## config.mk

```make
export PLATFORM = sky130hd
export DESIGN_NAME = io_decoder
export DESIGN_NICKNAME = d
export VERILOG_FILES = /design/src/hw/io_decode_pkg.sv /design/src/hw/legacy_match_if.sv /design/src/hw/io_decoder.sv /design/src/hw/legacy_match.sv
export SDC_FILE = /design/constraint.sdc
export NUM_CORES = 1
export LEC_CHECK = 0
export BUFFER_PORTS_ARGS = -buffer_cell sky130_fd_sc_hd__clkbuf_2
export CAP_MARGIN = 20
export CORE_UTILIZATION = 50
export CTS_BUF_LIST = sky130_fd_sc_hd__clkbuf_4
export DETAILED_ROUTE_END_ITERATION = 16
export PLACE_DENSITY = 0.87
export SLEW_MARGIN = 15
export SYNTH_ARGS = -nofsm -noshare
export SYNTH_HDL_FRONTEND = slang
export SYNTH_SLANG_ARGS = --single-unit
```

## constraint.sdc

```tcl
create_clock -name core_clk -period 1.4 [get_ports core_clk]
set_input_delay 0.42 -clock core_clk [delete_from_list [all_inputs] [get_ports core_clk]]
set_output_delay 0.42 -clock core_clk [all_outputs]
set_load 0.01 [all_outputs]
```

## src/hw/io_decode_pkg.sv

```systemverilog
package io_decode_pkg;
	// addressing modes
	localparam logic [1:0] MODE_LEGACY  = 2'h0;
	localparam logic [1:0] MODE_ENHANCE = 2'h1;
	localparam logic [1:0] MODE_EXPONLY = 2'h2;
	localparam logic [1:0] MODE_NONINTR = 2'h3;
	// windows
	localparam logic [15:0] EXP_LO      = 16'hF000;
	localparam logic [15:0] EXP_HI      = 16'hF8FF;
	localparam logic [15:0] LOW_HI      = 16'h03FF;
	localparam int          LOW_BITS    = 10;
	localparam int          NUM_LEGACY  = 4;
	// legacy unit indices
	localparam int          U_TIMER     = 0;
	localparam int          U_INTC      = 1;
	localparam int          U_SERIAL    = 2;
	localparam int          U_DMA       = 3;
	// default legacy placement inside the low window
	localparam logic [9:0]  LEG_BASE_0  = 10'h040;
	localparam logic [9:0]  LEG_BASE_1  = 10'h020;
	localparam logic [9:0]  LEG_BASE_2  = 10'h3F8;
	localparam logic [9:0]  LEG_BASE_3  = 10'h000;
	localparam logic [9:0]  LEG_SIZE    = 10'h008;
endpackage

```

## src/hw/legacy_match_if.sv

```systemverilog
`timescale 1ns/10ps
interface legacy_match_if;
	logic [9:0] low_addr;
	logic [3:0] hit;
	modport ctrl (output low_addr, input hit);
	modport match (input low_addr, output hit);
endinterface

```

## src/hw/io_decoder.sv

```systemverilog
`timescale 1ns/10ps
// Notes on behaviour
// - in enhanced and expanded-only modes every internal peripheral answers in the expanded window F000-F8FF.
// - only timer, interrupt, serial and DMA units may appear at 0-3FF.
// - legacy mode maps the four units low, compares ten bits only.
// - enhanced mode compares sixteen bits; expanded plus low window both answer.
// - expanded-only mode compares all bits; nothing answers in the low window.
// - nonintrusive mode lets each legacy unit be unmapped; ten bits only.
module io_decoder #(
	parameter logic [39:0] BASES = {io_decode_pkg::LEG_BASE_3,
		io_decode_pkg::LEG_BASE_2, io_decode_pkg::LEG_BASE_1,
		io_decode_pkg::LEG_BASE_0},
	parameter logic [9:0]  SIZE  = io_decode_pkg::LEG_SIZE
) (
	// clock and reset
	input  wire logic        core_clk,
	input  wire logic        arst_n,
	// configuration
	input  wire logic [1:0]  mode,
	input  wire logic [3:0]  unmap,
	// request from the core
	input  wire logic        io_req,
	input  wire logic [15:0] io_addr,
	// decode answer
	output logic             done_r,
	output logic             claim_r,
	output logic             ext_r,
	output logic             exp_sel_r,
	output logic [3:0]       unit_sel_r,
	output logic [11:0]      exp_off_r
);
	typedef struct packed {
		logic        done;
		logic        claim;
		logic        ext;
		logic        exp_sel;
		logic [3:0]  unit_sel;
		logic [11:0] exp_off;
	} state_t;

	state_t st_r;
	state_t st_nxt;

	legacy_match_if lm ();

	legacy_match #(
		.BASES (BASES),
		.SIZE  (SIZE)
	) u_match (
		.m (lm.match)
	);

	assign lm.low_addr = io_addr[io_decode_pkg::LOW_BITS-1:0];

	logic        ten_bit;
	logic        low_ok;
	logic        exp_hit;
	logic [3:0]  leg_hit;
	logic [15:0] exp_diff;

	always_comb begin
		ten_bit  = (mode == io_decode_pkg::MODE_LEGACY)
			|| (mode == io_decode_pkg::MODE_NONINTR);
		// full compare requires upper bits clear for the low window
		low_ok   = ten_bit || (io_addr <= io_decode_pkg::LOW_HI);
		exp_hit  = !ten_bit && (io_addr >= io_decode_pkg::EXP_LO)
			&& (io_addr <= io_decode_pkg::EXP_HI);
		exp_diff = io_addr - io_decode_pkg::EXP_LO;
		leg_hit  = 4'h0;
		case (mode)
			io_decode_pkg::MODE_LEGACY:  leg_hit = lm.hit;
			io_decode_pkg::MODE_ENHANCE: begin
				leg_hit = low_ok ? lm.hit : 4'h0;
			end
			io_decode_pkg::MODE_EXPONLY: leg_hit = 4'h0;
			io_decode_pkg::MODE_NONINTR: leg_hit = lm.hit & ~unmap;
			default:                     leg_hit = 4'h0;
		endcase
		st_nxt          = st_r;
		st_nxt.done     = io_req;
		if (io_req) begin
			st_nxt.unit_sel = leg_hit;
			st_nxt.exp_sel  = exp_hit;
			st_nxt.exp_off  = exp_hit ? exp_diff[11:0] : 12'h000;
			st_nxt.claim    = exp_hit || (leg_hit != 4'h0);
			st_nxt.ext      = !(exp_hit || (leg_hit != 4'h0));
		end
	end

	always_ff @(posedge core_clk or negedge arst_n) begin
		if (!arst_n) begin
			st_r <= '0;
		end else begin
			st_r <= st_nxt;
		end
	end

	assign done_r     = st_r.done;
	assign claim_r    = st_r.claim;
	assign ext_r      = st_r.ext;
	assign exp_sel_r  = st_r.exp_sel;
	assign unit_sel_r = st_r.unit_sel;
	assign exp_off_r  = st_r.exp_off;
endmodule

```

## src/hw/legacy_match.sv

```systemverilog
`timescale 1ns/10ps
// compares the low ten address bits against each legacy unit's range
module legacy_match #(
	parameter logic [39:0] BASES = {io_decode_pkg::LEG_BASE_3,
		io_decode_pkg::LEG_BASE_2, io_decode_pkg::LEG_BASE_1,
		io_decode_pkg::LEG_BASE_0},
	parameter logic [9:0]  SIZE  = io_decode_pkg::LEG_SIZE
) (
	legacy_match_if.match m
);
	genvar i;
	generate
		for (i = 0; i < io_decode_pkg::NUM_LEGACY; i++) begin : g_unit
			logic [10:0] top;
			assign top = {1'b0, BASES[i*10 +: 10]} + {1'b0, SIZE};
			assign m.hit[i] = ({1'b0, m.low_addr} >= {1'b0, BASES[i*10 +: 10]})
				&& ({1'b0, m.low_addr} < top);
		end
	endgenerate
endmodule

```

==> flow_summary_export.csv, run 1 <==
group,metric,value,unit
pwr,combPwrFrac,24.4,%
floorplanning,core_area,0.00175,mm^2
outcome,violations,"setup timing",
timing,period_minus_slack,1.84,ns
worst_setup_path,cp_max_fo,2,
clock_tree,postCtsHoldBufs,0,
floorplanning,die_area,0.00204,mm^2
timing,rsz0062_at_grt,"true",
yosys,synth_top_family_by_area,"compound AO/OA/AOI/OAI gates",
yosys,synth.net_count,107,
placement,globalplace.congestion,0.795,
timing,setup_ws,-0.441,ns
clock_tree,cts_tree,"yes",
timing,tightest_slew,0.535,ns
yosys,synth_area_per_cell,11.8,um^2
floorplanning,die_w,45.2,um
clock_tree,clk_latency,0.29,ns
yosys,ys_seq_area_share,53.7,%
yosys,syn_inst,79,
pwr,powerDensity,709,mW/mm^2
global_route,antenna_found_initial,0,
floorplanning,die_height,45.2,um
yosys,synth_fa_ha_area_share,4.03,%
global_route,grt_max_degree,21,
cells_and_area,fin_util,91.5,%
pwr,p_int,825,uW
timing,finClkSkew,0,ns
global_route,grt_pass1_wl,4.75,mm
cells_and_area,area_delta_synth_final,71.4,%
yosys,synthSimpleGateAreaFrac,13.6,%
yosys,synthTopCellsByArea,"dfrtp_1 54%, a22o_1 11%, mux2_2 4.8%",
cells_and_area,fin_cells,168,
clock_tree,cts_buffer_depth,2,
clock_tree,cts-root-buf,"clkbuf_4",
pwr,seqPwrFrac,52.4,%
pwr,power_leakage,0.810,nW
worst_hold_path,hp-class,"in2async",
pwr,swShare,27.2,%
drt,route.detailed.drc,0,
global_route,grt_usage,33.9,%
worst_setup_path,worstPathRequired,1.59,ns
worst_setup_path,crit_path_start_kind,"input port",
run,cap_violations,0,
global_route,grt_overflow_total,0,
cells_and_area,final_net_count,173,
floorplanning,ioPinCount,45,
drt,drtIter0Drc,56,
timing,slew_headroom,64.0,%
floorplanning,initial_core_util,53.4,%
outcome,outcome,"finished, violations left",
cells_and_area,drive_above_1_share,64.3,%
yosys,synth_top_area_share,53.7,%
cells_and_area,num_antenna_cells,0,
drt,ant_nets,0,
drt,drt_wl_total,3.31,mm
yosys,yosysWarnings,0,
worst_setup_path,criticalPathCategory,"in2reg",
pwr,p_switching,308,uW
pwr,ir_drop,0.000663,V
yosys,synth_cell_types,28,
drt,routed_via_density,6.11,
clock_tree,numClockSinks,20,
placement,place_inst,163,
floorplanning,row_count,15,
timing,finalMaxSlewViolations,0,
yosys,ys_ff_latch,20,
pwr,pwr-share-clk,23.2,%
global_route,grt_pass1_vias,999,
timing,setup_viol,19,
worst_setup_path,critical_path_arrival,2.03,ns
clock_tree,cts.htree.levels,1,
placement,hpwl,1.98,mm
placement,port_buffers,44,
yosys,synthMuxAreaShare,4.83,%
worst_setup_path,worstSetupEndpointType,"flop",
yosys,yosysTopAreaCell,"dfrtp_1",
yosys,synth_xor_area_share,0,%
yosys,synth_compound_area_share,20.5,%
clock_tree,clkSlewWorstSetupHoldPaths,0.10,ns
clock_tree,numCtsBuffers,3,
timing,tns,-2.93,ns
timing,timing.fmax,543,MHz
yosys,syn-cell-area,932,um^2
drt,firstDrtPassIters,4,
drt,wl_per_cell,19.7,um
timing,whs,0.0654,ns
drt,vias,1027,
timing,min_period_over_period,131,%
timing,hold_viol,0,
==> worst max-delay path: stages <==
cell       delay (ns)
clkbuf_16        0.14
ha_4             0.15
nor2b_4          0.12
o311a_1          0.30
o311a_1          0.14
or4_4            0.44
o32a_4           0.32
==> routing by layer <==
metal	wire length, um	part of all wire, %	track usage [%]
met2	1660	50	56.2
met5	0	0	0
met1	1290	39	40.3
met3	221	6.7	7.60
met4	125	3.8	19.4
==> power by group through the flow <==
stage / combinational [mW] / clock, mW / sequential (mW)
after global placement: 0.190 / 0 / 0.603
final: 0.277 / 0.263 / 0.593
after floorplan: 0.0749 / 0 / 0.608
after global routing: 0.290 / 0.292 / 0.594
after detailed placement: 0.199 / 0 / 0.604
after CTS: 0.228 / 0.268 / 0.593
==> per-stage QoR <==
stage | total power, mW | area, um^2 | setup slack (ns)
after floorplan | 0.683 | 1030 | -0.543
final | 1.13 | 1600 | -0.441
after detailed placement | 0.803 | 1400 | -0.832
after global routing | 1.18 | 1600 | -0.464
after CTS | 1.09 | 1520 | -0.396
after global placement | 0.793 | 1400 | -0.794
==> repair_timing <==
action                     CTS  global route
setup buffers                0             2
pin swaps                    3            15
setup endpoints to repair   18             6
resized for setup           16            13
==> synth_stat cells <==
cell / count
dfrtp_1: 20
a22o_1: 12
inv_1: 5
mux2_2: 4
nand2b_1: 4
nand3_1: 4
ha_1: 3
clkbuf_1: 2
nor2_1: 2
nor3_1: 2
nor4_1: 2
o311a_1: 2
or4_1: 2
a211oi_1: 1
a21o_1: 1
a21oi_1: 1
a31oi_1: 1
buf_2: 1
nand2_1: 1
nand4_1: 1
nor2b_1: 1
nor4b_1: 1
o21ai_0: 1
o22ai_1: 1
o31a_1: 1
o32a_2: 1
o32ai_1: 1
or4_4: 1
==> flip-flops by register name (all words and copies together), names as in the netlist <==
| name | cells |
|---|---|
| ext_r | 1 |
| exp_sel_r | 1 |
| claim_r | 1 |
| done_r | 1 |
| exp_off_r | 12 |
| unit_sel_r | 4 |
==> path summary, 6_finish.rpt <==
kind / from / to / slack [ns] / cells past startpoint
worst min register to register: exp_sel_r$_DFFE_PN0P_ / exp_sel_r$_DFFE_PN0P_ / 0.52 / 1
worst min-delay path: arst_n / exp_off_r[11]$_DFFE_PN0P_ / 0.07 / 1
worst max-delay path: mode[1] / claim_r$_DFFE_PN0P_ / -0.44 / 7
max in group asynchronous: arst_n / exp_off_r[1]$_DFFE_PN0P_ / 1.01 / 1
min in group core_clk: io_addr[2] / exp_off_r[2]$_DFFE_PN0P_ / 0.35 / 2
worst max register to register: exp_off_r[1]$_DFFE_PN0P_ / exp_off_r[1]$_DFFE_PN0P_ / 0.62 / 1
==> cell usage in the layout (no fill, tap or decap), types with 2 or more instances in the layout <==
cell type / netlist / routed
clkbuf_2: 0 / 41
dfrtp_1: 20 / 20
buf_4: 0 / 17
a22o_1: 12 / 12
nand3_1: 4 / 4
buf_6: 0 / 4
nand2b_1: 4 / 3
or4_4: 1 / 3
inv_1: 5 / 3
ha_4: 0 / 3
clkbuf_4: 0 / 3
mux2_4: 0 / 2
o311a_1: 2 / 2
mux2_2: 4 / 2
clkbuf_16: 0 / 2
==> logic make-up after synthesis <==
kind of cell / count (synthesis)
AOI/OAI and AO/OA: 23
buffers and inverters: 8
and+or+nand+nor: 21
muxes: 4
DFF: 20
adders and majority gates: 3
==> area by class of cell <==
cell class,instances,area [um^2]
Clock buffer,3,22.5
Fill cell,66,148
Inverter,5,36.3
Multi-Input combinational cell,51,579
Sequential cell,20,500
Tap cell,25,31.3
Timing Repair Buffer,64,428
Power figures use the tool's default switching activity.
==> inputs of run 2 (changes only) <==
Settings changed: SETUP_SLACK_MARGIN set to 0.1.
==> run 2 against run 1 <==
Net effect:
- the flow still finishes with violations (setup timing)
- sequential share of layout area up 0.40 points
- clock skew unchanged
- sequential power about the same
- register-to-register slack worse by 0.10 ns
- sequential cell count unchanged
- critical path depth down 1
- count of clock-buffer cells in the layout unchanged
- first-iteration DRC count down 14%
- maximum frequency up 0.83%
- die area unchanged
- global-route usage up 2.8 points
- cell area down 1.3%
- critical path type unchanged
- critical endpoint is now unit_sel_r[2]$_DFFE_PN0P_
- highest routed layer unchanged
==> flow_summary_export.csv, run 2 (synthesis results as in run 1) <==
group,metric,value,unit
drt,route.met3.wl,294,um
pwr,powerDensity,713,mW/mm^2
drt,drtIter0Drc,48,
timing,setup_viol,6,
clock_tree,cts_buffer_depth,2,
floorplanning,die_w,45.2,um
cells_and_area,final_cell_mix,"37 x clkbuf_2, 20 x dfrtp_1, 19 x buf_4",
outcome,violations,"setup timing",
clock_tree,cts.htree.levels,1,
floorplanning,initial_core_util,53.4,%
clock_tree,cts_tree,"yes",
floorplanning,die_height,45.2,um
clock_tree,clkSlewWorstSetupHoldPaths,0.11,ns
global_route,antenna_found_initial,0,
timing,rsz0062_at_grt,"true",
drt,top_layer_used,"met4",
cells_and_area,final_common_cell,"clkbuf_2",
worst_setup_path,cp_max_fo,3,
worst_setup_path,criticalPathCategory,"in2reg",
worst_setup_path,critical_path_arrival,2.07,ns
worst_setup_path,cp-startpoint,"io_addr[14]",
clock_tree,numCtsBuffers,3,
clock_tree,cts-root-buf,"clkbuf_4",
worst_setup_path,path_buf_inv,1,
worst_setup_path,reg2reg_depth,2,
cells_and_area,final_net_count,173,
floorplanning,ioPinCount,45,
timing,finalMaxSlewViolations,0,
drt,wl_per_cell,21.6,um
worst_setup_path,cp_num_cells,6,
worst_setup_path,crit_path_start_kind,"input port",
drt,firstDrtPassIters,4,
clock_tree,postCtsHoldBufs,0,
timing,hold_viol,0,
clock_tree,numClockSinks,20,
cells_and_area,fin_util,90.4,%
drt,ant_nets,0,
drt,met1Wirelength,1.32,mm
placement,hpwl,1.98,mm
worst_setup_path,crit_end,"unit_sel_r[2]$_DFFE_PN0P_",
pwr,p_total,1.13,mW
worst_setup_path,regToRegStartpoint,"exp_off_r[1]$_DFFE_PN0P_",
worst_setup_path,r2r_slack,0.52,ns
pwr,power_leakage,0.810,nW
timing,finClkSkew,0,ns
outcome,outcome,"finished, violations left",
worst_setup_path,max_stage_delay,0.54,ns
worst_setup_path,path_cells,"clkbuf_2, or4_4, nor3_4, o22ai_1, a211oi_2, mux2_2",
worst_setup_path,critical_path.top_delay_family,"simple AND/OR/NAND/NOR gates",
drt,drt_wl_total,3.63,mm
cells_and_area,drive_above_1_share,62.9,%
drt,route.detailed.drc,0,
global_route,grt_usage,36.8,%
placement,globalplace.congestion,0.795,
global_route,grt_pass1_vias,1065,
worst_setup_path,slowest_stage,"or4_4",
pwr,ir_drop,0.000649,V
drt,met2WireLength,1.83,mm
drt,routed_via_density,6.32,
global_route,grt_overflow_total,0,
timing,setup_ws,-0.426,ns
run,cap_violations,0,
worst_setup_path,reg2reg_to,"exp_off_r[1]$_DFFE_PN0P_",
timing,slew_headroom,64.2,%
cells_and_area,area_delta_synth_final,69.3,%
timing,tightest_slew,0.532,ns
timing,period_minus_slack,1.83,ns
worst_setup_path,worstPathRequired,1.65,ns
global_route,grt_max_degree,21,
worst_setup_path,worstSetupEndpointType,"flop",
floorplanning,die_area,0.00204,mm^2
drt,vias,1062,
timing,min_period_over_period,130,%
floorplanning,row_count,15,
cells_and_area,largest_register_ffs,12,
floorplanning,core_area,0.00175,mm^2
global_route,grt_pass1_wl,5.18,mm
worst_hold_path,hp-class,"in2async",
cells_and_area,num_antenna_cells,0,
placement,port_buffers,44,
clock_tree,clk_latency,0.30,ns
timing,timing.fmax,548,MHz
==> run 2: worst register-to-register path, delay by kind of cell, from the launching register on <==
kind	cells	cell delay [ns]
DFF	1	0.39
buffers and inverters	1	0.14
AOI/OAI and AO/OA	1	0.24
==> run 2: layout make-up <==
| cell class | count | area [um^2] |
|---|---|---|
| Clock buffer | 3 | 22.5 |
| Fill cell | 79 | 168 |
| Inverter | 5 | 36.3 |
| Multi-Input combinational cell | 51 | 542 |
| Sequential cell | 20 | 500 |
| Tap cell | 25 | 31.3 |
| Timing Repair Buffer | 64 | 445 |
==> run 2: worst min path at each step <==
stage | to | slack, ns
floorplan | claim_r$_DFFE_PN0P_ | 0.12
detailed placement | exp_off_r[8]$_DFFE_PN0P_ | 0.40
finish | exp_off_r[7]$_DFFE_PN0P_ | 0.06
global placement | exp_off_r[8]$_DFFE_PN0P_ | 0.39
global route | exp_off_r[4]$_DFFE_PN0P_ | 0.10
CTS | exp_off_r[11]$_DFFE_PN0P_ | 0.07
==> run 2: timing repair <==
item,CTS,global route
endpoints found under the setup margin,19,21
resized for setup,19,11
setup buffers,1,1
pin swaps,4,3
==> run 2: metal layers <==
layer	up-vias	global-route usage [%]
met4	0	21.8
met1	512	42.2
met5	-	0
li1	440	-
met2	88	60.3
met3	22	10.8
==> run 2: stage by stage <==
stage / worst slack [ns] / instances / TNS [ns] / hold WS (ns) / area, um^2
global route: -0.423 / 168 / -2.21 / 0.102 / 1580
CTS: -0.395 / 167 / -1.74 / 0.0707 / 1540
detailed placement: -0.832 / 163 / -7.65 / 0.404 / 1400
finish: -0.426 / 168 / -2.04 / 0.0604 / 1580
floorplan: -0.543 / 79 / -2.33 / 0.124 / 1030
global placement: -0.794 / 163 / -6.84 / 0.388 / 1400
==> run 2: power breakdown <==
| part | switching, mW | internal, mW |
|---|---|---|
| clock network | 0.172 | 0.100 |
| registers | 0.00588 | 0.587 |
| logic | 0.131 | 0.129 |
| total | 0.309 | 0.817 |
==> inputs of run 3 (changes only) <==
--- a/config.mk
+++ b/config.mk
@@ -10,4 +10,5 @@
 export CORE_UTILIZATION = 50
 export CTS_BUF_LIST = sky130_fd_sc_hd__clkbuf_4
+export CTS_CLUSTER_SIZE = 28
 export DETAILED_ROUTE_END_ITERATION = 16
 export PLACE_DENSITY = 0.87
==> constraint.sdc (replaced) <==
create_clock -name core_clk -period 1.4 [get_ports core_clk]
set_input_delay 0.28 -clock core_clk [delete_from_list [all_inputs] [get_ports core_clk]]
set_output_delay 0.28 -clock core_clk [all_outputs]
set_load 0.01 [all_outputs]
==> run 3 against run 2 <==
Net effect:
- the flow still finishes with violations (setup timing)
- cell count stayed put
- sequential power barely moved
- global-route usage fell by 2.7 points
- die area stayed put
- sequential cell count did not move
==> flow_summary_export.csv, run 3 (synthesis results as in run 1) <==
group,metric,value,unit
outcome,outcome,"finished, violations left",
outcome,violations,"setup timing",
worst_setup_path,worstSetupEndpointType,"flop",
timing,min_period_over_period,120,%
timing,hold_viol,0,
drt,ant_nets,0,
global_route,grt_max_degree,21,
clock_tree,cts_tree,"yes",
placement,globalplace.congestion,0.795,
timing,timing.fmax,598,MHz
global_route,grt_usage,34.1,%
floorplanning,core_area,0.00175,mm^2
cells_and_area,final_common_cell,"clkbuf_2",
floorplanning,row_count,15,
global_route,grt_pass1_wl,4.77,mm
cells_and_area,fin_util,90.4,%
clock_tree,clk_latency,0.30,ns
worst_setup_path,worstPathRequired,1.60,ns
timing,tns,-0.946,ns
placement,port_buffers,44,
clock_tree,numClockSinks,20,
clock_tree,numCtsBuffers,3,
worst_setup_path,path_cells,"clkbuf_16, inv_12, ha_4, nor2_2, or4_4, a31oi_4, or4_4, o32a_4",
worst_setup_path,path_buf_inv,2,
worst_setup_path,max_stage_delay,0.54,ns
global_route,grt_overflow_total,0,
drt,route.detailed.drc,0,
drt,drt_wl_total,3.56,mm
floorplanning,die_w,45.2,um
worst_setup_path,crit_path_start_kind,"input port",
timing,setup_ws,-0.274,ns
pwr,ir_drop,0.000733,V
floorplanning,die_height,45.2,um
timing,finClkSkew,0,ns
cells_and_area,largest_register_ffs,12,
cells_and_area,area_delta_synth_final,69.3,%
timing,period_minus_slack,1.67,ns
clock_tree,cts_buffer_depth,2,
worst_setup_path,cp_max_fo,4,
floorplanning,die_area,0.00204,mm^2
worst_setup_path,critical_path_arrival,1.87,ns
drt,vias,1053,
placement,place_inst,163,
cells_and_area,drive_above_1_share,62.9,%
run,cap_violations,0,
worst_hold_path,hp-class,"in2reg",
drt,drtIter0Drc,42,
timing,finalMaxSlewViolations,0,
timing,rsz0062_at_grt,"true",
drt,routed_via_density,6.27,
placement,hpwl,1.98,mm
timing,slew_headroom,61.8,%
timing,tightest_slew,0.567,ns
worst_setup_path,criticalPathCategory,"in2reg",
global_route,antenna_found_initial,0,
drt,wl_per_cell,21.2,um
clock_tree,clkSlewWorstSetupHoldPaths,0.10,ns
worst_setup_path,slowest_stage,"or4_4",
floorplanning,ioPinCount,45,
pwr,power_leakage,0.798,nW
cells_and_area,num_antenna_cells,0,
worst_setup_path,cpMostUsedCell,"or4_4",
timing,setup_viol,5,
cells_and_area,final_net_count,173,
pwr,p_total,1.13,mW
pwr,powerDensity,718,mW/mm^2
cells_and_area,final_area,0.00158,mm^2
placement,placed_area,0.00140,mm^2
clock_tree,cts-root-buf,"clkbuf_4",
global_route,grt_pass1_vias,1011,
cells_and_area,fin_cells,168,
clock_tree,cts.htree.levels,1,
drt,firstDrtPassIters,4,
floorplanning,initial_core_util,53.4,%
cells_and_area,final_cell_mix,"41 x clkbuf_2, 20 x dfrtp_1, 19 x buf_4",
worst_setup_path,critical_path.top_delay_family,"simple AND/OR/NAND/NOR gates",
-- run 3: cell count changes in the layout (fill, tap and decap cells not counted), sizes merged --
cell and delta:
clkbuf +3, dlygate4sd3 +1, buf -4
-- run 3: final timing paths --
| path | start | end | slack (ns) | cells past startpoint |
|---|---|---|---|---|
| min in group asynchronous | arst_n | exp_off_r[7]$_DFFE_PN0P_ | 0.46 | 2 |
| min reg2reg | exp_sel_r$_DFFE_PN0P_ | exp_sel_r$_DFFE_PN0P_ | 0.49 | 1 |
| min | io_addr[0] | exp_off_r[0]$_DFFE_PN0P_ | 0.21 | 2 |
| max | mode[1] | claim_r$_DFFE_PN0P_ | -0.27 | 8 |
| max in group asynchronous | arst_n | exp_off_r[1]$_DFFE_PN0P_ | 0.61 | 2 |
| max reg2reg | exp_off_r[1]$_DFFE_PN0P_ | exp_off_r[1]$_DFFE_PN0P_ | 0.61 | 1 |
-- run 3: per-stage QoR --
stage / setup WS [ns] / hold slack (ns)
2_1_floorplan: -0.403 / -0.0156
3_3_place_gp: -0.654 / 0.248
3_5_place_dp: -0.692 / 0.264
4_1_cts: -0.256 / 0.213
5_1_grt: -0.309 / 0.216
6_report: -0.274 / 0.206
-- run 3: layout make-up --
class | instances | area (um^2)
clock buffer | 3 | 22.5
multi-input combinational | 51 | 568
sequential | 20 | 500
tap | 25 | 31.3
timing repair buffer | 64 | 419
fill | 80 | 168
inverter | 5 | 36.3
-- run 3: repair_timing --
| item | CTS | global route |
|---|---|---|
| setup buffers | 0 | 1 |
| setup endpoints to repair | 5 | 5 |
| hold endpoints to repair | 20 | 0 |
| gates resized for setup | 16 | 7 |
| hold buffers | 1 | 0 |
| pin swaps | 3 | 3 |
-- run 3: where the power goes --
| group | internal, mW | total [mW] | switching [mW] |
|---|---|---|---|
| registers | 0.587 | 0.593 | 0.00581 |
| logic | 0.129 | 0.270 | 0.140 |
| clock network | 0.100 | 0.270 | 0.169 |
-- run 3: layer usage --
layer,global-route usage (%),part of all wire (%),vias up
li1,-,-,434
met1,40.3,36,531
met2,56.8,53,78
met3,7.60,7.7,10
met4,19.4,3.1,0
met5,0,0,-
